--- src/hw/ocr_filter_pkg.sv ---
package ocr_filter_pkg;

   localparam int CFG_W = 64;
   localparam logic [63:0] CFG_RESET = 64'h0000_0000_0000_0000;

   localparam int REQ_LSB = 0;
   localparam int REQ_MSB = 15;
   localparam int SUP_LSB = 16;
   localparam int SUP_MSB = 29;
   localparam int SNP_LSB = 30;
   localparam int SNP_MSB = 37;

   localparam int DEMAND_DATA_READ_BIT = 0;
   localparam int DEMAND_OWNERSHIP_READ_BIT = 1;
   localparam int DEMAND_INSTRUCTION_READ_BIT = 2;
   localparam int OTHER_REQUEST_BIT = 15;

   localparam int ANY_RESPONSE_BIT = 16;
   localparam int SUPPLIER_UNKNOWN_BIT = 17;
   localparam int THIRD_LEVEL_HIT_MODIFIED_BIT = 18;
   localparam int THIRD_LEVEL_HIT_EXCLUSIVE_BIT = 19;
   localparam int THIRD_LEVEL_HIT_SHARED_BIT = 20;
   localparam int FOURTH_LEVEL_HIT_BIT = 22;
   localparam int LOCAL_DRAM_BIT = 26;
   localparam int SUPER_LINE_HIT_BIT = 30;
   localparam int PROBE_NONE_BIT = 31;
   localparam int PROBE_NOT_NEEDED_BIT = 32;
   localparam int PROBE_MISS_BIT = 33;
   localparam int PROBE_HIT_UNFORWARDED_BIT = 34;
   localparam int PROBE_HIT_FORWARDED_BIT = 35;
   localparam int PROBE_HIT_MODIFIED_BIT = 36;
   localparam int NON_DRAM_TARGET_BIT = 37;

   // Bits that take part in matching; everything else is reserved.
   localparam logic [63:0] CFG_IMPL_MASK = 64'h0000_003F_C45F_8007;

   typedef enum logic [2:0] {
      REQ_DEMAND_DATA,
      REQ_DEMAND_OWNERSHIP,
      REQ_DEMAND_INSTRUCTION,
      REQ_PREFETCH,
      REQ_OTHER
   } request_kind_e;

   typedef enum logic [2:0] {
      SUP_UNKNOWN,
      SUP_L3_MODIFIED,
      SUP_L3_EXCLUSIVE,
      SUP_L3_SHARED,
      SUP_L4,
      SUP_LOCAL_DRAM,
      SUP_SUPER_LINE,
      SUP_OTHER
   } supplier_kind_e;

   typedef enum logic [2:0] {
      SNP_NONE,
      SNP_NOT_NEEDED,
      SNP_MISS,
      SNP_HIT_UNFORWARDED,
      SNP_HIT_FORWARDED,
      SNP_HIT_MODIFIED,
      SNP_UNREPORTED
   } probe_kind_e;

   typedef struct packed {
      request_kind_e request;
      supplier_kind_e supplier;
      probe_kind_e probe;
      logic non_dram;
   } txn_s;

endpackage : ocr_filter_pkg

--- src/hw/offcore_response_event_filter.sv ---
`timescale 1ns/1ps
// Contract
// RQ1 - Software programs the filter configuration for each off-core event used.
// RQ2 - Bits 15:0 hold the request-type selection mask.
// RQ3 - Bits 29:16 hold the supplier-information selection mask.
// RQ4 - Bits 37:30 hold the snoop-response selection mask.
// RQ5 - Bit 0 selects demand data and page-table reads, not prefetches.
// RQ6 - Bit 1 selects demand ownership reads, not L2 ownership prefetches.
// RQ7 - Bit 2 selects demand instruction reads and L1 instruction prefetches; here REQ_PREFETCH never matches, whatever bit 2 holds.
// RQ8 - Bits 14:3 reserved; bit 15 selects I/O, uncacheable, other requests.
// RQ9 - Bit 16 accepts any response type.
// RQ10 - Bit 17 selects responses with no supplier information.
// RQ11 - Bits 18-20 select third-level hits in M, E, S; bit 21 reserved.
// RQ12 - Bit 22 selects fourth-level cache hits; bits 23-25 reserved.
// RQ13 - Bit 26 selects local DRAM supply; bits 27-29 reserved.
// RQ14 - Bit 30 selects fourth-level super-line hits, shared by both fields.
// RQ15 - Bit 31 selects responses with no snoop detail.
// RQ16 - Bit 32 selects requests needing no snoop.
// RQ17 - Bit 33 selects snoops that missed every snooped cache.
// RQ18 - Bit 34 selects snoop hits without data forwarding.
// RQ19 - Bit 35 selects snoops forwarding clean data, line left shared.
// RQ20 - Bit 36 selects snoops finding the line modified.
// RQ21 - Bit 37 selects transactions to non-DRAM addresses.
// RQ22 - Count only when request and response both match set bits.
// RQ23 - Reserved bits ignored; register clears to zero on reset.
module offcore_response_event_filter #(
   parameter int CFG_WIDTH = ocr_filter_pkg::CFG_W
) (
   // Clock and reset.
   input wire logic clk_i,
   input wire logic rst_n_i,
   // Configuration register access.
   input wire logic cfg_wr_i,
   input wire logic [CFG_WIDTH-1:0] cfg_wdata_i,
   output logic [CFG_WIDTH-1:0] cfg_rdata_o,
   // Completed transaction.
   input wire logic txn_valid_i,
   input wire ocr_filter_pkg::txn_s txn_i,
   // Count pulse to the counter.
   output logic count_o
);

   logic [CFG_WIDTH-1:0] cfg;
   logic [CFG_WIDTH-1:0] next_cfg;
   logic count;
   logic next_count;
   logic req_hit;
   logic rsp_hit;

   // Only implemented bits are stored, so reserved ones can never match.
   always_comb begin
      next_cfg = cfg;
      if (cfg_wr_i) begin
         next_cfg = cfg_wdata_i
            & CFG_WIDTH'(ocr_filter_pkg::CFG_IMPL_MASK); // RQ23
      end
   end

   // Request type decode.
   function automatic logic req_match(
      input logic [CFG_WIDTH-1:0] c,
      input ocr_filter_pkg::request_kind_e k
   );
      logic r;
      r = 1'b0;
      case (k)
         ocr_filter_pkg::REQ_DEMAND_DATA: begin
            r = c[ocr_filter_pkg::DEMAND_DATA_READ_BIT]; // RQ5
         end
         ocr_filter_pkg::REQ_DEMAND_OWNERSHIP: begin
            r = c[ocr_filter_pkg::DEMAND_OWNERSHIP_READ_BIT]; // RQ6
         end
         ocr_filter_pkg::REQ_DEMAND_INSTRUCTION: begin
            r = c[ocr_filter_pkg::DEMAND_INSTRUCTION_READ_BIT]; // RQ7
         end
         ocr_filter_pkg::REQ_OTHER: begin
            r = c[ocr_filter_pkg::OTHER_REQUEST_BIT]; // RQ8
         end
         // Prefetches have no selector on this core.
         default: begin
            r = 1'b0; // RQ5
         end
      endcase
      return r;
   endfunction : req_match

   // Response decode: any-bit, supplier field, snoop field.
   function automatic logic rsp_match(
      input logic [CFG_WIDTH-1:0] c,
      input ocr_filter_pkg::txn_s t
   );
      logic s;
      logic p;
      s = 1'b0;
      p = 1'b0;
      case (t.supplier)
         ocr_filter_pkg::SUP_UNKNOWN: begin
            s = c[ocr_filter_pkg::SUPPLIER_UNKNOWN_BIT]; // RQ10
         end
         ocr_filter_pkg::SUP_L3_MODIFIED: begin
            s = c[ocr_filter_pkg::THIRD_LEVEL_HIT_MODIFIED_BIT]; // RQ11
         end
         ocr_filter_pkg::SUP_L3_EXCLUSIVE: begin
            s = c[ocr_filter_pkg::THIRD_LEVEL_HIT_EXCLUSIVE_BIT]; // RQ11
         end
         ocr_filter_pkg::SUP_L3_SHARED: begin
            s = c[ocr_filter_pkg::THIRD_LEVEL_HIT_SHARED_BIT]; // RQ11
         end
         ocr_filter_pkg::SUP_L4: begin
            s = c[ocr_filter_pkg::FOURTH_LEVEL_HIT_BIT]; // RQ12
         end
         ocr_filter_pkg::SUP_LOCAL_DRAM: begin
            s = c[ocr_filter_pkg::LOCAL_DRAM_BIT]; // RQ13
         end
         ocr_filter_pkg::SUP_SUPER_LINE: begin
            s = c[ocr_filter_pkg::SUPER_LINE_HIT_BIT]; // RQ14
         end
         default: begin
            s = 1'b0;
         end
      endcase
      case (t.probe)
         ocr_filter_pkg::SNP_NONE: begin
            p = c[ocr_filter_pkg::PROBE_NONE_BIT]; // RQ15
         end
         ocr_filter_pkg::SNP_NOT_NEEDED: begin
            p = c[ocr_filter_pkg::PROBE_NOT_NEEDED_BIT]; // RQ16
         end
         ocr_filter_pkg::SNP_MISS: begin
            p = c[ocr_filter_pkg::PROBE_MISS_BIT]; // RQ17
         end
         ocr_filter_pkg::SNP_HIT_UNFORWARDED: begin
            p = c[ocr_filter_pkg::PROBE_HIT_UNFORWARDED_BIT]; // RQ18
         end
         ocr_filter_pkg::SNP_HIT_FORWARDED: begin
            p = c[ocr_filter_pkg::PROBE_HIT_FORWARDED_BIT]; // RQ19
         end
         ocr_filter_pkg::SNP_HIT_MODIFIED: begin
            p = c[ocr_filter_pkg::PROBE_HIT_MODIFIED_BIT]; // RQ20
         end
         default: begin
            p = 1'b0;
         end
      endcase
      if (t.non_dram) begin
         p = p | c[ocr_filter_pkg::NON_DRAM_TARGET_BIT]; // RQ21
      end
      return c[ocr_filter_pkg::ANY_RESPONSE_BIT] | s | p; // RQ9
   endfunction : rsp_match

   always_comb begin
      req_hit = req_match(cfg, txn_i.request);
      rsp_hit = rsp_match(cfg, txn_i);
      next_count = txn_valid_i & req_hit & rsp_hit; // RQ22
   end

   always_ff @(posedge clk_i or negedge rst_n_i) begin
      if (!rst_n_i) begin
         cfg <= CFG_WIDTH'(ocr_filter_pkg::CFG_RESET); // RQ23
         count <= 1'b0;
      end else begin
         cfg <= next_cfg; // RQ2 RQ3 RQ4
         count <= next_count;
      end
   end

   assign cfg_rdata_o = cfg;
   assign count_o = count;

   // Qualified requests, so each response check below can reach the count.
   logic data_txn;
   logic other_txn;
   assign data_txn = txn_valid_i
      && txn_i.request == ocr_filter_pkg::REQ_DEMAND_DATA
      && cfg[ocr_filter_pkg::DEMAND_DATA_READ_BIT];
   assign other_txn = txn_valid_i
      && txn_i.request == ocr_filter_pkg::REQ_OTHER
      && cfg[ocr_filter_pkg::OTHER_REQUEST_BIT];

   AST_OWN_COUNTS: assert property (@(posedge clk_i) disable iff (!rst_n_i)
      txn_valid_i && txn_i.request == ocr_filter_pkg::REQ_DEMAND_OWNERSHIP
      && cfg[ocr_filter_pkg::DEMAND_OWNERSHIP_READ_BIT]
      && cfg[ocr_filter_pkg::ANY_RESPONSE_BIT] |=> count_o) // RQ6
      else $error("ownership read missed");

   AST_INSTR_COUNTS: assert property (@(posedge clk_i) disable iff (!rst_n_i)
      txn_valid_i && txn_i.request == ocr_filter_pkg::REQ_DEMAND_INSTRUCTION
      && cfg[ocr_filter_pkg::DEMAND_INSTRUCTION_READ_BIT]
      && cfg[ocr_filter_pkg::ANY_RESPONSE_BIT] |=> count_o) // RQ7
      else $error("instruction read missed");

   AST_SUP_UNKNOWN: assert property (@(posedge clk_i) disable iff (!rst_n_i)
      data_txn && txn_i.supplier == ocr_filter_pkg::SUP_UNKNOWN
      && cfg[ocr_filter_pkg::SUPPLIER_UNKNOWN_BIT] |=> count_o) // RQ10
      else $error("unknown supplier missed");

   AST_SUP_L3_M: assert property (@(posedge clk_i) disable iff (!rst_n_i)
      data_txn && txn_i.supplier == ocr_filter_pkg::SUP_L3_MODIFIED
      && cfg[ocr_filter_pkg::THIRD_LEVEL_HIT_MODIFIED_BIT] |=> count_o) // RQ11
      else $error("modified hit missed");

   AST_SUP_L3_E: assert property (@(posedge clk_i) disable iff (!rst_n_i)
      data_txn && txn_i.supplier == ocr_filter_pkg::SUP_L3_EXCLUSIVE
      && cfg[ocr_filter_pkg::THIRD_LEVEL_HIT_EXCLUSIVE_BIT] |=> count_o) // RQ11
      else $error("exclusive hit missed");

   AST_SUP_L3_S: assert property (@(posedge clk_i) disable iff (!rst_n_i)
      data_txn && txn_i.supplier == ocr_filter_pkg::SUP_L3_SHARED
      && cfg[ocr_filter_pkg::THIRD_LEVEL_HIT_SHARED_BIT] |=> count_o) // RQ11
      else $error("shared hit missed");

   AST_SUP_L4: assert property (@(posedge clk_i) disable iff (!rst_n_i)
      data_txn && txn_i.supplier == ocr_filter_pkg::SUP_L4
      && cfg[ocr_filter_pkg::FOURTH_LEVEL_HIT_BIT] |=> count_o) // RQ12
      else $error("fourth-level hit missed");

   AST_SUP_DRAM: assert property (@(posedge clk_i) disable iff (!rst_n_i)
      data_txn && txn_i.supplier == ocr_filter_pkg::SUP_LOCAL_DRAM
      && cfg[ocr_filter_pkg::LOCAL_DRAM_BIT] |=> count_o) // RQ13
      else $error("local memory supply missed");

   AST_SUP_SPLIT: assert property (@(posedge clk_i) disable iff (!rst_n_i)
      data_txn && txn_i.supplier == ocr_filter_pkg::SUP_SUPER_LINE
      && cfg[ocr_filter_pkg::SUPER_LINE_HIT_BIT] |=> count_o) // RQ14
      else $error("super-line hit missed");

   AST_PRB_NONE: assert property (@(posedge clk_i) disable iff (!rst_n_i)
      other_txn && txn_i.probe == ocr_filter_pkg::SNP_NONE
      && cfg[ocr_filter_pkg::PROBE_NONE_BIT] |=> count_o) // RQ15
      else $error("no-detail snoop missed");

   AST_PRB_NOT_NEEDED: assert property (@(posedge clk_i) disable iff (!rst_n_i)
      other_txn && txn_i.probe == ocr_filter_pkg::SNP_NOT_NEEDED
      && cfg[ocr_filter_pkg::PROBE_NOT_NEEDED_BIT] |=> count_o) // RQ16
      else $error("unneeded snoop missed");

   AST_PRB_MISS: assert property (@(posedge clk_i) disable iff (!rst_n_i)
      other_txn && txn_i.probe == ocr_filter_pkg::SNP_MISS
      && cfg[ocr_filter_pkg::PROBE_MISS_BIT] |=> count_o) // RQ17
      else $error("snoop miss missed");

   AST_PRB_HIT_NF: assert property (@(posedge clk_i) disable iff (!rst_n_i)
      other_txn && txn_i.probe == ocr_filter_pkg::SNP_HIT_UNFORWARDED
      && cfg[ocr_filter_pkg::PROBE_HIT_UNFORWARDED_BIT] |=> count_o) // RQ18
      else $error("unforwarded snoop hit missed");

   AST_PRB_HIT_F: assert property (@(posedge clk_i) disable iff (!rst_n_i)
      other_txn && txn_i.probe == ocr_filter_pkg::SNP_HIT_FORWARDED
      && cfg[ocr_filter_pkg::PROBE_HIT_FORWARDED_BIT] |=> count_o) // RQ19
      else $error("forwarded snoop hit missed");

   AST_PRB_HIT_M: assert property (@(posedge clk_i) disable iff (!rst_n_i)
      other_txn && txn_i.probe == ocr_filter_pkg::SNP_HIT_MODIFIED
      && cfg[ocr_filter_pkg::PROBE_HIT_MODIFIED_BIT] |=> count_o) // RQ20
      else $error("modified snoop hit missed");

   AST_NON_DRAM: assert property (@(posedge clk_i) disable iff (!rst_n_i)
      other_txn && txn_i.non_dram
      && cfg[ocr_filter_pkg::NON_DRAM_TARGET_BIT] |=> count_o) // RQ21
      else $error("non-memory target missed");

   // A write and a transaction in one cycle match against the old value.
   AST_COUNT_CAUSE: assert property (@(posedge clk_i) disable iff (!rst_n_i)
      count_o |-> $past(txn_valid_i)) // RQ22
      else $error("count without transaction");

   AST_RESERVED_ZERO: assert property (@(posedge clk_i) disable iff (!rst_n_i)
      (cfg_rdata_o & ~ocr_filter_pkg::CFG_IMPL_MASK) == '0) // RQ23
      else $error("reserved config bit set");

   AST_ANY_COUNTS: assert property (@(posedge clk_i) disable iff (!rst_n_i)
      txn_valid_i && cfg[ocr_filter_pkg::ANY_RESPONSE_BIT]
      && req_match(cfg, txn_i.request) |=> count_o) // RQ9
      else $error("any-response match missed");

   AST_NO_REQ_NO_COUNT: assert property (@(posedge clk_i)
      disable iff (!rst_n_i)
      txn_valid_i && cfg[15:0] == 16'h0000 |=> !count_o) // RQ2
      else $error("count with empty request mask");

   AST_PREFETCH_NEVER: assert property (@(posedge clk_i)
      disable iff (!rst_n_i)
      txn_i.request == ocr_filter_pkg::REQ_PREFETCH |=> !count_o) // RQ5
      else $error("prefetch counted");

   AST_NO_RSP_NO_COUNT: assert property (@(posedge clk_i)
      disable iff (!rst_n_i)
      txn_valid_i && cfg[37:16] == 22'h00_0000 |=> !count_o) // RQ3
      else $error("count with empty response masks");

   AST_WRITE_TAKES: assert property (@(posedge clk_i) disable iff (!rst_n_i)
      cfg_wr_i |=> cfg_rdata_o ==
      ($past(cfg_wdata_i) & ocr_filter_pkg::CFG_IMPL_MASK)) // RQ4
      else $error("config write lost");

   AST_HOLD: assert property (@(posedge clk_i) disable iff (!rst_n_i)
      !cfg_wr_i |=> $stable(cfg_rdata_o)) // RQ23
      else $error("config changed without write");

   COV_COUNT: cover property (@(posedge clk_i) disable iff (!rst_n_i)
      count_o);
   COV_BACK_TO_BACK: cover property (@(posedge clk_i) disable iff (!rst_n_i)
      count_o ##1 count_o);
   COV_WRITE_THEN_COUNT: cover property (@(posedge clk_i)
      disable iff (!rst_n_i) cfg_wr_i ##1 count_o);

endmodule : offcore_response_event_filter

--- config.mk ---
export PLATFORM = sky130hd
export DESIGN_NAME = offcore_response_event_filter
export DESIGN_NICKNAME = d
export VERILOG_FILES = /design/src/hw/ocr_filter_pkg.sv /design/src/hw/offcore_response_event_filter.sv
export SDC_FILE = /design/constraint.sdc
export NUM_CORES = 1
export LEC_CHECK = 0
export BUFFER_PORTS_ARGS = -buffer_cell sky130_fd_sc_hd__buf_2
export CAP_MARGIN = 25
export CORE_ASPECT_RATIO = 0.6
export CORE_UTILIZATION = 36
export CTS_CLUSTER_DIAMETER = 40
export DETAILED_ROUTE_END_ITERATION = 6
export PLACE_DENSITY = 0.95
export RECOVER_POWER = 25
export SLEW_MARGIN = 20
export SYNTH_ARGS = -nofsm -noshare
export SYNTH_HDL_FRONTEND = slang
export SYNTH_SLANG_ARGS = --single-unit
--- constraint.sdc ---
create_clock -name clk_i -period 1.7 [get_ports clk_i]
set_input_delay 0.34 -clock clk_i [delete_from_list [all_inputs] [get_ports clk_i]]
set_output_delay 0.34 -clock clk_i [all_outputs]
set_load 0.01 [all_outputs]
# After elaboration in Yosys (flattened, before gate mapping)
# Cells that the tools add are included.
[classes]
muxes = 4
reduce_logical = 3
n_eq_ne = 14
bitwise_logic = 5
[ops]
columns = ["op", "count"]
rows = [
  ["$eq 3x3->1 const B", 6],
  ["$eq 3x2->1 const B", 5],
  ["$eq 3x1->1 const B", 3],
  ["$logic_not 3->1", 3],
  ["$pmux 1 s7", 1],
  ["$pmux 1 s6", 1],
  ["$pmux 1 s4", 1],
  ["$or 1x1->1", 3],
  ["$and 1x1->1", 2],
  ["$mux 1", 1],
]
[totals]
reg_bits = 20
out_inout_bits = 65
elab_cells = 28

# Longest topological paths before layout
# Gate-level depths: netlist (run 1).
[logic_depth]
word_depth = 6
ltp_mapped = 4

# Worst setup path before layout (run 1)
# Ideal clock, no wire load.
[synth_path]
kind = "register to register"
from = "register cfg[20] (netlist: cfg_rdata_o[20])"
to = "register count (netlist: count_o)"
required_time_ps = 1571
synth_period_minus_slack_ps = 1217
arrival_time_ps = 1088
slack_ps = 483
path_stages_with_launch = 4
path_cell_list = "dfrtp_1 mux4_2 mux2i_1 a211oi_2"
[synth_between]
elab_chain_cells = 4
[synth_rtl]
columns = ["element", "line", "rtl"]
rows = [
  ["start, declared", "offcore_response_event_filter.sv:43", "logic [CFG_WIDTH-1:0] cfg;"],
  ["start signal, assigned", "offcore_response_event_filter.sv:159", "cfg <= CFG_WIDTH'(ocr_filter_pkg::CFG_RESET);"],
  ["start signal, assigned", "offcore_response_event_filter.sv:162", "cfg <= next_cfg;"],
  ["$pmux 1 s7", "offcore_response_event_filter.sv:96", "case (t.supplier)"],
  ["$or 1x1->1 (2 in a row)", "offcore_response_event_filter.sv:148", "return c[ocr_filter_pkg::ANY_RESPONSE_BIT] | s | p;"],
  ["$and 1x1->1", "offcore_response_event_filter.sv:154", "next_count = txn_valid_i & req_hit & rsp_hit;"],
  ["via next_count", "offcore_response_event_filter.sv:46", "logic next_count;"],
  ["end signal, assigned", "offcore_response_event_filter.sv:163", "count <= next_count;"],
  ["end, declared", "offcore_response_event_filter.sv:45", "logic count;"],
]
# The timed path passes the listed nets, and every way through them passes these cells.
# A chain may end at the register's enable or synchronous reset.

# Worst setup path after layout (run 1)
[layout_path]
from = "register cfg[19] (netlist: cfg_rdata_o[19])"
to = "register count (netlist: count_o)"
# The elaborated chain is that of the path after synthesis.

==> impl_summary.md, run 1 <==
Run status
The run finished with clean final reports.

Floorplan
The area of the die is ~3700 µm². The die is 47.4 µm tall. After floorplanning, the core was sized to cover 3260 µm². The width of the chip is approximately 78 µm.

In this run the count of I/O pins placed on the die edge is approximately 140. The number of placement rows is 16. For this configuration, the core starts out at a cell density of 0.379.

Yosys
The post-synthesis cell area is 1240 µm². The count of flip-flops with a built-in enable after synthesis is 0. By count the netlist is led by 46 x sky130_fd_sc_hd__buf_4, 20 x sky130_fd_sc_hd__dfrtp_1, 19 x sky130_fd_sc_hd__mux2_2. During synthesis, Yosys emitted a total of 0 warnings. The post-synthesis area per instance is 11.3 µm². The number of storage elements in the synthesis netlist is 20. Synthesis instantiated 17 different standard cells from the library. The most frequently used flop master after synthesis is sky130_fd_sc_hd__dfrtp_1. The fraction of synthesized cell area taken by the top area cell type is 0.405. The leading area contributor after synthesis is sky130_fd_sc_hd__dfrtp_1. The sequential-to-total area share from yosys stat is 0.405. By area the synthesized netlist is led by sky130_fd_sc_hd__dfrtp_1 40%, sky130_fd_sc_hd__buf_4 28%, sky130_fd_sc_hd__mux2_2 17%. Among all cell types in the netlist, the one instantiated most often is sky130_fd_sc_hd__buf_4. The number of standard cells after synthesis is between 100 and 150.

The fraction of registers with async set/reset is 1.00.

Routing
After detailed routing, the number of remaining DRC violations is 0. The detail route stage leaves a number of antenna-violating nets equal to 0. The wire length on met3 is 131 µm.

After detailed routing, the number of vias per cell comes to roughly 3.9. The number of iterations in the first detailed-routing pass is 3. In the final routing, the length of wire on met1 measures slightly above 1000 µm. For this block, the initial DRC count from the detailed router was 5. The mean routed wirelength per cell is between 10 and 15 µm. After detailed routing, the total wire length is approximately 2100 µm.

The total number of vias is ~800. The top layer used by detailed routing is met4. The met2 wire length is approximately 960 µm.

STA
The setup TNS is 0 ns. The minimum period implied by the final worst setup slack is 1.27 ns. The fraction of the cycle the final worst path needs is 0.744.

Setup repair after global routing left no endpoint under its margin. The post-route clock skew is 0.00394 ns. Timing would allow up to between 0.7 and 0.8 GHz. The max-slew violation count is 0. The worst pin sits at a relative slew slack of 0.267. Setup violations remaining at the end of the flow were counted as 0. The transition time at the pin with the least slew margin is between 1 and 1.5 ns. The number of failing hold endpoints at the final stage is 0.

Critical path
The endpoint identified for the worst register-to-register timing path is count_o. In this run the worst path has a maximum fanout of 3. The number of cells on the worst reg-to-reg path is 3.

The most critical setup path has its startpoint at cfg_rdata_o[19]. The worst setup slack for register-to-register paths is between 0.4 and 0.5 ns. The category of the most critical setup path is register to register. At the worst endpoint, the required time is roughly 1.8 ns.

STA classifies the critical path endpoint as a register. The capture point of the critical path is count_o. The arrival time at the worst endpoint is 1.40 ns. The kind of launch point of the worst setup path is a register.

The critical register-to-register path startpoint is cfg_rdata_o[19].

Pwr
The completed layout was analyzed and its total power is approximately 0.0013 W. For this design the ratio of total power to cell area is between 900 and 1000 nW/µm². The maximum vdd drop is approximately 0.53 mV.

Summed over all cells, the static leakage comes to about 0.76 nW.

Clocking
The buffer type at the clock tree root is sky130_fd_sc_hd__clkbuf_8. The number of clock sinks is 20. The CTS H-tree depth is 1.

The number of gates resized after cts is 0. At the later pin of the worst-skew pair, clock insertion delay measures 0.26 ns. The total setup buffers inserted after CTS is 0. The maximum root-to-sink buffer count is 2. The TritonCTS clock tree is done.

The number of hold buffers added after CTS is 0. The clock edge transition at the registers on the reported setup and hold paths is roughly 0.080 ns. In this run, CTS created clock tree buffers numbering 3.

Place
The last weighted congestion value of the routability-driven placer is roughly 0.62. The number of placed instances, taps included, is slightly above 200. The count of buffers from port buffering is 52. The total half-perimeter wirelength after legalization and detailed placement is approximately 1700 µm.

Final layout
The area overhead of the layout relative to synthesis is 16.3%. For this run, the number of standard cells in the final layout without fillers is 207. The fraction of layout cells with a size suffix above 1 is 0.469. 0 antenna diodes ended up in the layout. For this run, the post-layout net count is roughly 240.

GRT
The initial antenna violation count came to 0. The largest net degree at the start of global routing is 21. The via count of the first global-routing pass was between 600 and 700. The wire length of the first global-routing pass is 3130 µm. For this run, the total global-route usage over all layers was measured as 0.118. The total grt overflow is 0.

Job
The tool flagged a number of max-cap violations equal to 0.

Worst hold path
In this run the worst hold path is classified as input pin to asynchronous set/reset pin.
-- stage by stage --
stage	setup WS (ns)	hold WS (ns)	utilization	instance area (µm²)
after floorplan	0.483	0.0444	-	1400
after global placement	0.330	0.323	0.419	1370
after detailed placement	0.327	0.323	0.419	1370
after CTS	0.407	0.0347	0.441	1440
after global routing	0.377	0.291	0.441	1440
final	0.435	0.265	0.441	1440
-- critical path, stage by stage (launching register included) --
cell	delay, ns
sky130_fd_sc_hd__dfrtp_1	0.41
sky130_fd_sc_hd__mux4_2	0.46
sky130_fd_sc_hd__mux2i_1	0.19
sky130_fd_sc_hd__a211oi_2	0.09
-- area by class of cell --
class | instances | area [µm²]
clock buffer | 3 | 41.3
clock inverter | 1 | 30.0
fill | 336 | 1830
multi-input combinational | 86 | 551
sequential | 20 | 500
tap | 45 | 56.3
timing repair buffer | 52 | 259
-- metal layers --
metal  up-vias  global-route usage
li1        385                   -
met1       376               0.161
met2        36               0.179
met3         2              0.0466
met4         0              0.0226
met5         -                   0
-- cells by family (layout without fill, tap and decap cells) --
kind of cell | after synthesis | after routing | share of synthesized area
mux | 25 | 25 | 0.232
compound gates | 7 | 7 | 0.0364
buf+inv | 47 | 56 | 0.283
other cells | 1 | 45 | 0.00303
simple gates | 9 | 9 | 0.0405
flops | 20 | 20 | 0.405
-- worst min-delay path by stage --
stage / endpoint / startpoint / cells past startpoint / slack (ns)
floorplan: cfg_rdata_o[0] / rst_n_i / 0 / 0.04
global placement: cfg_rdata_o[32] / rst_n_i / 1 / 0.32
detailed placement: cfg_rdata_o[32] / rst_n_i / 1 / 0.32
CTS: cfg_rdata_o[34] / rst_n_i / 1 / 0.03
global route: count_o / txn_valid_i / 3 / 0.29
finish: cfg_rdata_o[36] / rst_n_i / 1 / 0.26
-- layout by cell type (no fill, tap or decap) --
cell type	netlist	routed
sky130_fd_sc_hd__dfrtp_1	20	20
sky130_fd_sc_hd__o21ai_0	2	2
sky130_fd_sc_hd__mux2_2	19	19
sky130_fd_sc_hd__nor3_1	2	2
sky130_fd_sc_hd__nor2_1	1	1
sky130_fd_sc_hd__clkbuf_1	0	1
sky130_fd_sc_hd__nor3b_1	2	2
sky130_fd_sc_hd__nand2_1	2	2
sky130_fd_sc_hd__bufinv_16	0	1
sky130_fd_sc_hd__a211oi_2	1	1
sky130_fd_sc_hd__o31ai_1	1	1
sky130_fd_sc_hd__mux2i_1	5	5
sky130_fd_sc_hd__mux4_2	1	1
sky130_fd_sc_hd__conb_1	1	45
sky130_fd_sc_hd__buf_2	1	51
sky130_fd_sc_hd__a21oi_1	3	3
sky130_fd_sc_hd__clkbuf_8	0	3
sky130_fd_sc_hd__nand2b_1	1	1
sky130_fd_sc_hd__nand3b_1	1	1
-- power breakdown --
part	total [W]	internal, W	leakage (nW)	switching (W)
clock	0.000475	0.000314	0.0357	0.000161
combinational	0.000263	0.000119	0.486	0.000144
sequential	0.000557	0.000522	0.236	0.0000348
total	0.00130	0.000955	0.758	0.000340
-- registers in the layout, summed over array words and instances (netlist names) --
signal and flops:
cfg_rdata_o 19, count_o 1
Note: power is estimated with default switching activity, not from simulation.
==> inputs of run 2 (changes only) <==
--- a/config.mk
+++ b/config.mk
@@ -8,10 +8,10 @@
 export BUFFER_PORTS_ARGS = -buffer_cell sky130_fd_sc_hd__buf_2
 export CAP_MARGIN = 25
 export CORE_ASPECT_RATIO = 0.6
-export CORE_UTILIZATION = 36
+export CORE_UTILIZATION = 30
 export CTS_CLUSTER_DIAMETER = 40
 export DETAILED_ROUTE_END_ITERATION = 6
-export PLACE_DENSITY = 0.95
+export PLACE_DENSITY = 0.87
 export RECOVER_POWER = 25
 export SLEW_MARGIN = 20
 export SYNTH_ARGS = -nofsm -noshare
==> constraint.sdc (replaced) <==
create_clock -name clk_i -period 1 [get_ports clk_i]
set_input_delay 0.2 -clock clk_i [delete_from_list [all_inputs] [get_ports clk_i]]
set_output_delay 0.2 -clock clk_i [all_outputs]
set_load 0.01 [all_outputs]
==> run 2 against run 1 <==
The flow now finishes with violations (DRC, setup timing). Utilization rose by 1.7 points. Clock skew rose by 0.0013 ns. Hold slack got worse by 0.096 ns. Setup slack got worse by 0.68 ns. Largest power group unchanged.
==> impl_summary.md, run 2 (synthesis gave the netlist of run 1 again) <==
Run status
The flow ran to the end, but the final reports show violations. The final reports fail on DRC, setup timing.

Final layout
The number of nets in the finished design came to 263 (+9.1%). The fraction of layout cells with a size suffix above 1 is 0.538 (+0.0689). The library cell used most frequently in the layout, excluding fill and tap cells, is sky130_fd_sc_hd__conb_1. From synthesis to final layout, the design area changed by 41.0%. The final cell count without fillers is 231 (+12%). The number of flip-flops under the largest register name is 19 (unchanged).

The layout filler cell count is 363 (+8.0%). The number of diodes is 0 (unchanged). The final non-filler cell area is 1740 µm² (+21%). The area of the multi-input gates is 562 µm² (+2.0%). The core utilization of the finished layout is 0.458 (+0.0172). In the layout the commonest cells are 45 x sky130_fd_sc_hd__conb_1, 40 x sky130_fd_sc_hd__buf_2, 23 x sky130_fd_sc_hd__buf_6, 20 x sky130_fd_sc_hd__dfrtp_1, 17 x sky130_fd_sc_hd__mux2_2. The register cell area after layout was 500 µm² (unchanged).

Place
The worst setup timing slack at the placement stage is -0.261 ns (-0.588 ns). The total placed cells including tap cells came to 217 (+6.9%). The placed standard-cell area is 1490 µm² (+8.6%).

The last weighted congestion value of the routability-driven placer is 0.647 (+3.5%). The count of buffers from port buffering is 52 (unchanged). The total half-perimeter wirelength after legalization and detailed placement is 1950 µm (+16%).

Clocking
The clock edge transition at the registers on the reported setup and hold paths is 0.08 ns (about the same). The maximum root-to-sink buffer count is 2 (unchanged). The number of buffers created by CTS is 3 (unchanged). The insertion delay of the later-clocked pin in the worst-skew pair was 0.26 ns (about the same). The buffer type at the clock tree root is sky130_fd_sc_hd__clkbuf_8.

The number of clock sinks is 20 (unchanged). TritonCTS built the clock tree. The CTS H-tree depth is 1 (unchanged).

Routing
The DRC violation count after routing is 5 (+5). The total routed wire length on the met1 layer is 1060 µm (+4.3%). The number of iterations in the first detailed-routing pass is 6 (+3).

The total number of vias is 898 (+12%). The iteration-0 DRC count of the detailed router was 35 (+30). The wire length on met3 is 199 µm (+52%).

The per-cell via count in the routed design is 3.89 (+0.71%). The met2 wire length came to 1310 µm (+36%). The number of antenna-violating nets in the routed design is 0 (unchanged). The total wirelength of the detailed-routed design is 2580 µm (+22%). The mean routed wirelength per cell is 11.1 µm (+8.9%). The top layer used by detailed routing is met4.

Critical path
STA classifies the critical path startpoint as a register. The number of cells on the worst reg-to-reg path is 3 (unchanged). The worst-path maximum fanout was 3 (unchanged). The critical path starts at cfg_rdata_o[17]. The worst setup path is captured at a register. The worst setup slack for register-to-register paths is -0.24 ns (-0.68 ns). The worst register-to-register path ends at count_o.

The critical path in this run is classified as register to register. The critical path required time was 1.14 ns (-0.70 ns). The startpoint identified for the worst register-to-register timing path is cfg_rdata_o[17]. Following the worst setup path forward leads to its endpoint at count_o. The arrival time at the worst endpoint is 1.39 ns (about the same).

Floorplan
The initial standard-cell utilization of the core is 0.325 (-0.0542). The area of the die was 4390 µm² (+19%). The count of boundary I/O pins is 143 (unchanged).

The die boundary height came to 51.7 µm (+9.1%). The placeable core region was 3810 µm² (+17%). The number of placement rows is 17 (+1).

The width of the chip is 84.9 µm (+9.3%).

STA
The number of endpoints failing setup at the final stage is 15 (+15). The worst hold margin was 0.169 ns (-0.0959 ns). The max-slew violation count is 0 (unchanged). The post-route worst setup slack is -0.245 ns (-0.679 ns). The transition time at the pin with the least slew margin is 0.501 ns (-0.599 ns).

The fraction of the cycle the final worst path needs is 1.24 (+0.500). Setup repair after global routing could not meet its margin everywhere. The minimum period implied by the final worst setup slack is 1.24 ns (-0.0205 ns). The timing-limited maximum frequency came to 0.803 GHz (+1.6%). The number of failing hold endpoints at the final stage came to 0 (unchanged). The relative max-transition margin came to 0.666 (+0.399). The post-route clock skew is 0.00524 ns (+0.00130 ns).

GRT
The initial antenna violation count is 0 (unchanged). The via count of the first global-routing pass is 850 (+32%). The wire length of the first global-routing pass came to 4020 µm (+29%).

The aggregate global-route resource usage came to 0.123 (+0.00588). The largest net degree at the start of global routing was 21 (unchanged). The total grt overflow is 0 (unchanged).

Pwr
The leakage power summed over all cells came to 0.913 nW (+21%). The total power density per cell area is 1300 nW/µm² (+44%). The maximum vdd drop is 0.893 mV (+69%).

Worst hold path
The classification of the worst-slack hold path is input pin to register. The cell depth of the worst min-delay path is 2.

Job
The max-cap check violation count came to 0 (unchanged).
## run 2: final cells by class
cell class | instances | share of cell area
sequential | 20 | 0.287
clock buffer | 4 | 0.0316
timing repair buffer | 74 | 0.325
tap | 47 | 0.0337
multi-input combinational | 86 | 0.322
## run 2: worst max-delay path, stage by stage (launching register included)
cell,delay [ns]
sky130_fd_sc_hd__dfrtp_1,0.39
sky130_fd_sc_hd__mux4_2,0.47
sky130_fd_sc_hd__mux2i_2,0.18
sky130_fd_sc_hd__a211oi_2,0.09
## run 2: worst min path at each step
stage	end	startpoint
2_1_floorplan	cfg_rdata_o[0]	rst_n_i
3_3_place_gp	cfg_rdata_o[19]	rst_n_i
3_5_place_dp	cfg_rdata_o[22]	rst_n_i
4_1_cts	cfg_rdata_o[33]	cfg_wdata_i[33]
5_1_grt	cfg_rdata_o[33]	cfg_wdata_i[33]
6_report	cfg_rdata_o[32]	cfg_wdata_i[32]
## run 2: layer usage
metal	global-route usage	up-vias
met3	0.0476	2
li1	-	429
met1	0.137	421
met5	0	-
met2	0.229	46
met4	0.0254	0
## run 2: timing repair
action	in CTS	in global routing
resized for setup	22	4
hold buffers	1	0
buffers inserted	6	3
endpoints found under the setup margin	19	24
hold endpoints to repair	20	0
## run 2: where the power goes
group	switching (W)	internal, W
registers	0.0000540	0.000888
logic	0.000309	0.000401
clock network	0.000264	0.000350
total	0.000627	0.00164
## run 2: per-stage QoR
| step | TNS [ns] | total power (W) |
|---|---|---|
| final | -1.28 | 0.00227 |
| after global routing | -2.07 | 0.00240 |
| after CTS | -1.40 | 0.00226 |
| after detailed placement | -0.261 | 0.00150 |
| after global placement | -0.260 | 0.00148 |
| after floorplan | -0.217 | 0.00135 |
==> inputs of run 3 (changes only) <==
--- a/config.mk
+++ b/config.mk
@@ -11,7 +11,7 @@
 export CORE_UTILIZATION = 30
 export CTS_CLUSTER_DIAMETER = 40
 export DETAILED_ROUTE_END_ITERATION = 6
-export PLACE_DENSITY = 0.87
+export PLACE_DENSITY_LB_ADDON = 0.05
 export RECOVER_POWER = 25
 export SLEW_MARGIN = 20
 export SYNTH_ARGS = -nofsm -noshare
==> run 3 against run 2 <==
The flow still finishes with violations (DRC, setup timing). Non-clock buffer count increased by 1. Register-to-register slack worse by 0.02 ns. Combinational power decreased by 1%. Clock-buffer cell count shrank 1. Critical path depth unchanged. Critical path type unchanged. Critical endpoint unchanged. Largest power group unchanged.
==> impl_summary.md, run 3 (synthesis gave the netlist of run 1 again) <==
Job
The max-cap check violation count is 0 (unchanged).

Pwr
The portion of total power attributed to combinational logic is 0.324 (+0.011). The clock network fraction of design power is 0.240 (-0.031). The power spent charging and discharging nets is 0.000604 W (-3.6%). The leakage power summed over all cells was 0.909 nW (-0.46%). The sequential power share is 0.436 (+0.020). The share of total power consumed by net switching is 0.280 (+0.00308). The total power density per cell area came to 1250 nW/µm² (-3.7%). The maximum vdd drop is 0.559 mV (-37%).

The cell internal power dissipation came to 0.00156 W (-5.1%).

Routing
The total wirelength of the detailed-routed design is 2520 µm (-2.3%). The mean routed wirelength per cell is 10.9 µm (-2.3%). The number of antenna-violating nets in the routed design is 0 (unchanged). The iteration-0 DRC count of the detailed router is 29 (-17%). The number of iterations in the first detailed-routing pass was 7 (+1). The per-cell via count in the routed design is 4.00 (+2.8%). The DRC violation count after routing is 7 (+2). The total number of vias is 923 (+2.8%).

GRT
The aggregate global-route resource usage is 0.124 (+0.000846). The largest net degree at the start of global routing is 21 (unchanged). The via count of the first global-routing pass is 848 (-0.24%). The total grt overflow is 0 (unchanged). The wire length of the first global-routing pass is 4020 µm (-0.17%). The initial antenna violation count is 0 (unchanged).

Critical path
The most critical setup path has its startpoint at cfg_rdata_o[19]. Following the worst setup path forward leads to its endpoint at count_o. The arrival time at the worst endpoint is 1.39 ns (about the same).

The capture instance of the worst register-to-register path is count_o. The number of cells on the worst reg-to-reg path is 3 (unchanged). The kind of end point of the critical path is a register. The worst-path maximum fanout is 2 (-1).

The category of the most critical setup path is register to register. The worst setup slack for register-to-register paths was -0.26 ns (-0.02 ns). The kind of launch point of the worst setup path is a register.

The critical register-to-register path startpoint is cfg_rdata_o[19]. The critical path required time is 1.13 ns (about the same).

Run status
The checks that failed: DRC, setup timing. The run finished, with violations left.

STA
The post-route clock skew was 0.00178 ns (-0.00346 ns). The transition time at the pin with the least slew margin is 0.509 ns (+0.00805 ns). The relative max-transition margin came to 0.661 (-0.00537). The fraction of the cycle the final worst path needs is 1.26 (+0.0169). The setup TNS is -1.22 ns (+0.0675 ns).

The number of failing hold endpoints at the final stage is 0 (unchanged). The timing-limited maximum frequency was 0.793 GHz (-1.3%). The minimum period implied by the final worst setup slack is 1.26 ns (+0.0169 ns). Setup repair after global routing could not meet its margin everywhere. The number of endpoints failing setup at the final stage is 13 (-2). The post-route worst setup slack is -0.262 ns (-0.0169 ns). The max-slew violation count came to 0 (unchanged).

Floorplan
The count of boundary I/O pins is 143 (unchanged). The number of placement rows is 17 (unchanged). The placeable core region is 3810 µm² (unchanged).

The area of the die came to 4390 µm² (unchanged). The width of the chip is 84.9 µm (unchanged). The die boundary height is 51.7 µm (unchanged). The initial standard-cell utilization of the core is 0.325 (unchanged).

Clocking
The number of clock sinks was 20 (unchanged). The maximum root-to-sink buffer count is 2 (unchanged). The insertion delay of the later-clocked pin in the worst-skew pair is 0.25 ns (about the same).

The TritonCTS clock tree is done. The number of buffers created by CTS is 3 (unchanged). The clock edge transition at the registers on the reported setup and hold paths is 0.07 ns (about the same). The buffer type at the clock tree root is sky130_fd_sc_hd__clkbuf_8.

The CTS H-tree depth was 1 (unchanged).

Final layout
The fraction of layout cells with a size suffix above 1 came to 0.533 (-0.00543). The most common cell after layout, fill and taps aside is sky130_fd_sc_hd__conb_1. The number of nets in the finished design was 264 (+0.38%).

The layout filler cell count is 360 (-0.83%). The core utilization of the finished layout is 0.453 (-0.00493). The number of diodes was 0 (unchanged).

The library cells used most frequently in the layout, excluding fill and tap cells, are 45 x sky130_fd_sc_hd__conb_1, 40 x sky130_fd_sc_hd__buf_2, 24 x sky130_fd_sc_hd__buf_6, 20 x sky130_fd_sc_hd__dfrtp_1, 17 x sky130_fd_sc_hd__mux2_2. The number of flip-flops under the largest register name is 19 (unchanged). The register cell area after layout is 500 µm² (unchanged).

The area of the multi-input gates was 558 µm² (-0.67%). The area overhead of the layout relative to synthesis is 39.5%.

Place
The count of buffers from port buffering is 52 (unchanged). The last weighted congestion value of the routability-driven placer is 0.698 (+7.9%). The total half-perimeter wirelength after legalization and detailed placement is 1950 µm (-0.31%).

Worst hold path
The path class of the tightest hold or removal check is input pin to register.
## run 3: how the worst min path moves through the flow
stage / from / endpoint / cells after the start
3_3_place_gp: rst_n_i / cfg_rdata_o[18] / 1
6_report: txn_valid_i / count_o / 3
2_1_floorplan: rst_n_i / cfg_rdata_o[0] / 0
5_1_grt: cfg_wdata_i[1] / cfg_rdata_o[1] / 2
4_1_cts: cfg_wdata_i[17] / cfg_rdata_o[17] / 2
3_5_place_dp: rst_n_i / cfg_rdata_o[18] / 1
## run 3: what timing repair did
item | CTS | global route
hold buffers | 1 | 0
pin swaps | 0 | 0
hold endpoints to repair | 20 | 0
buffers inserted | 7 | 6
gates resized for setup | 20 | 7
setup endpoints to repair | 18 | 23
## run 3: power groups by stage
stage                     Clock (W)  Combinational (W)  Sequential (W)
after floorplan                   0           0.000359        0.000993
after global placement            0           0.000531        0.000953
after detailed placement          0           0.000538        0.000953
after CTS                  0.000547           0.000665        0.000940
after global routing       0.000584           0.000764        0.000952
final                      0.000518           0.000700        0.000943
## run 3: metal layers
| metal | wire, µm | part of all wire | GRT usage |
|---|---|---|---|
| met5 | 0 | 0 | 0 |
| met4 | 35 | 0.014 | 0.0508 |
| met3 | 233 | 0.093 | 0.0365 |
| met1 | 1130 | 0.45 | 0.156 |
| met2 | 1120 | 0.44 | 0.203 |
## run 3: final cells by class
class / count / share of cell area
repair buffers: 75 / 0.328
well taps: 47 / 0.0341
clock buffers: 3 / 0.0239
multi-input cells: 86 / 0.324
flip-flops and latches: 20 / 0.290
## run 3: worst max-delay path, stage by stage, from the launching register on
cell                       delay [ns]
sky130_fd_sc_hd__dfrtp_1         0.40
sky130_fd_sc_hd__mux4_2          0.46
sky130_fd_sc_hd__mux2i_1         0.19
sky130_fd_sc_hd__a211oi_2        0.09
## run 3: stage by stage
step                area [µm²]  total power, W  setup WS (ns)  hold slack (ns)  cells
global route              1720         0.00230         -0.306            0.163    231
finish                    1720         0.00216         -0.262            0.169    231
CTS                       1670         0.00215         -0.267            0.166    227
detailed placement        1470         0.00149         -0.259            0.190    217
floorplan                 1410         0.00135         -0.217          -0.0956    153
global placement          1470         0.00148         -0.257            0.188    217
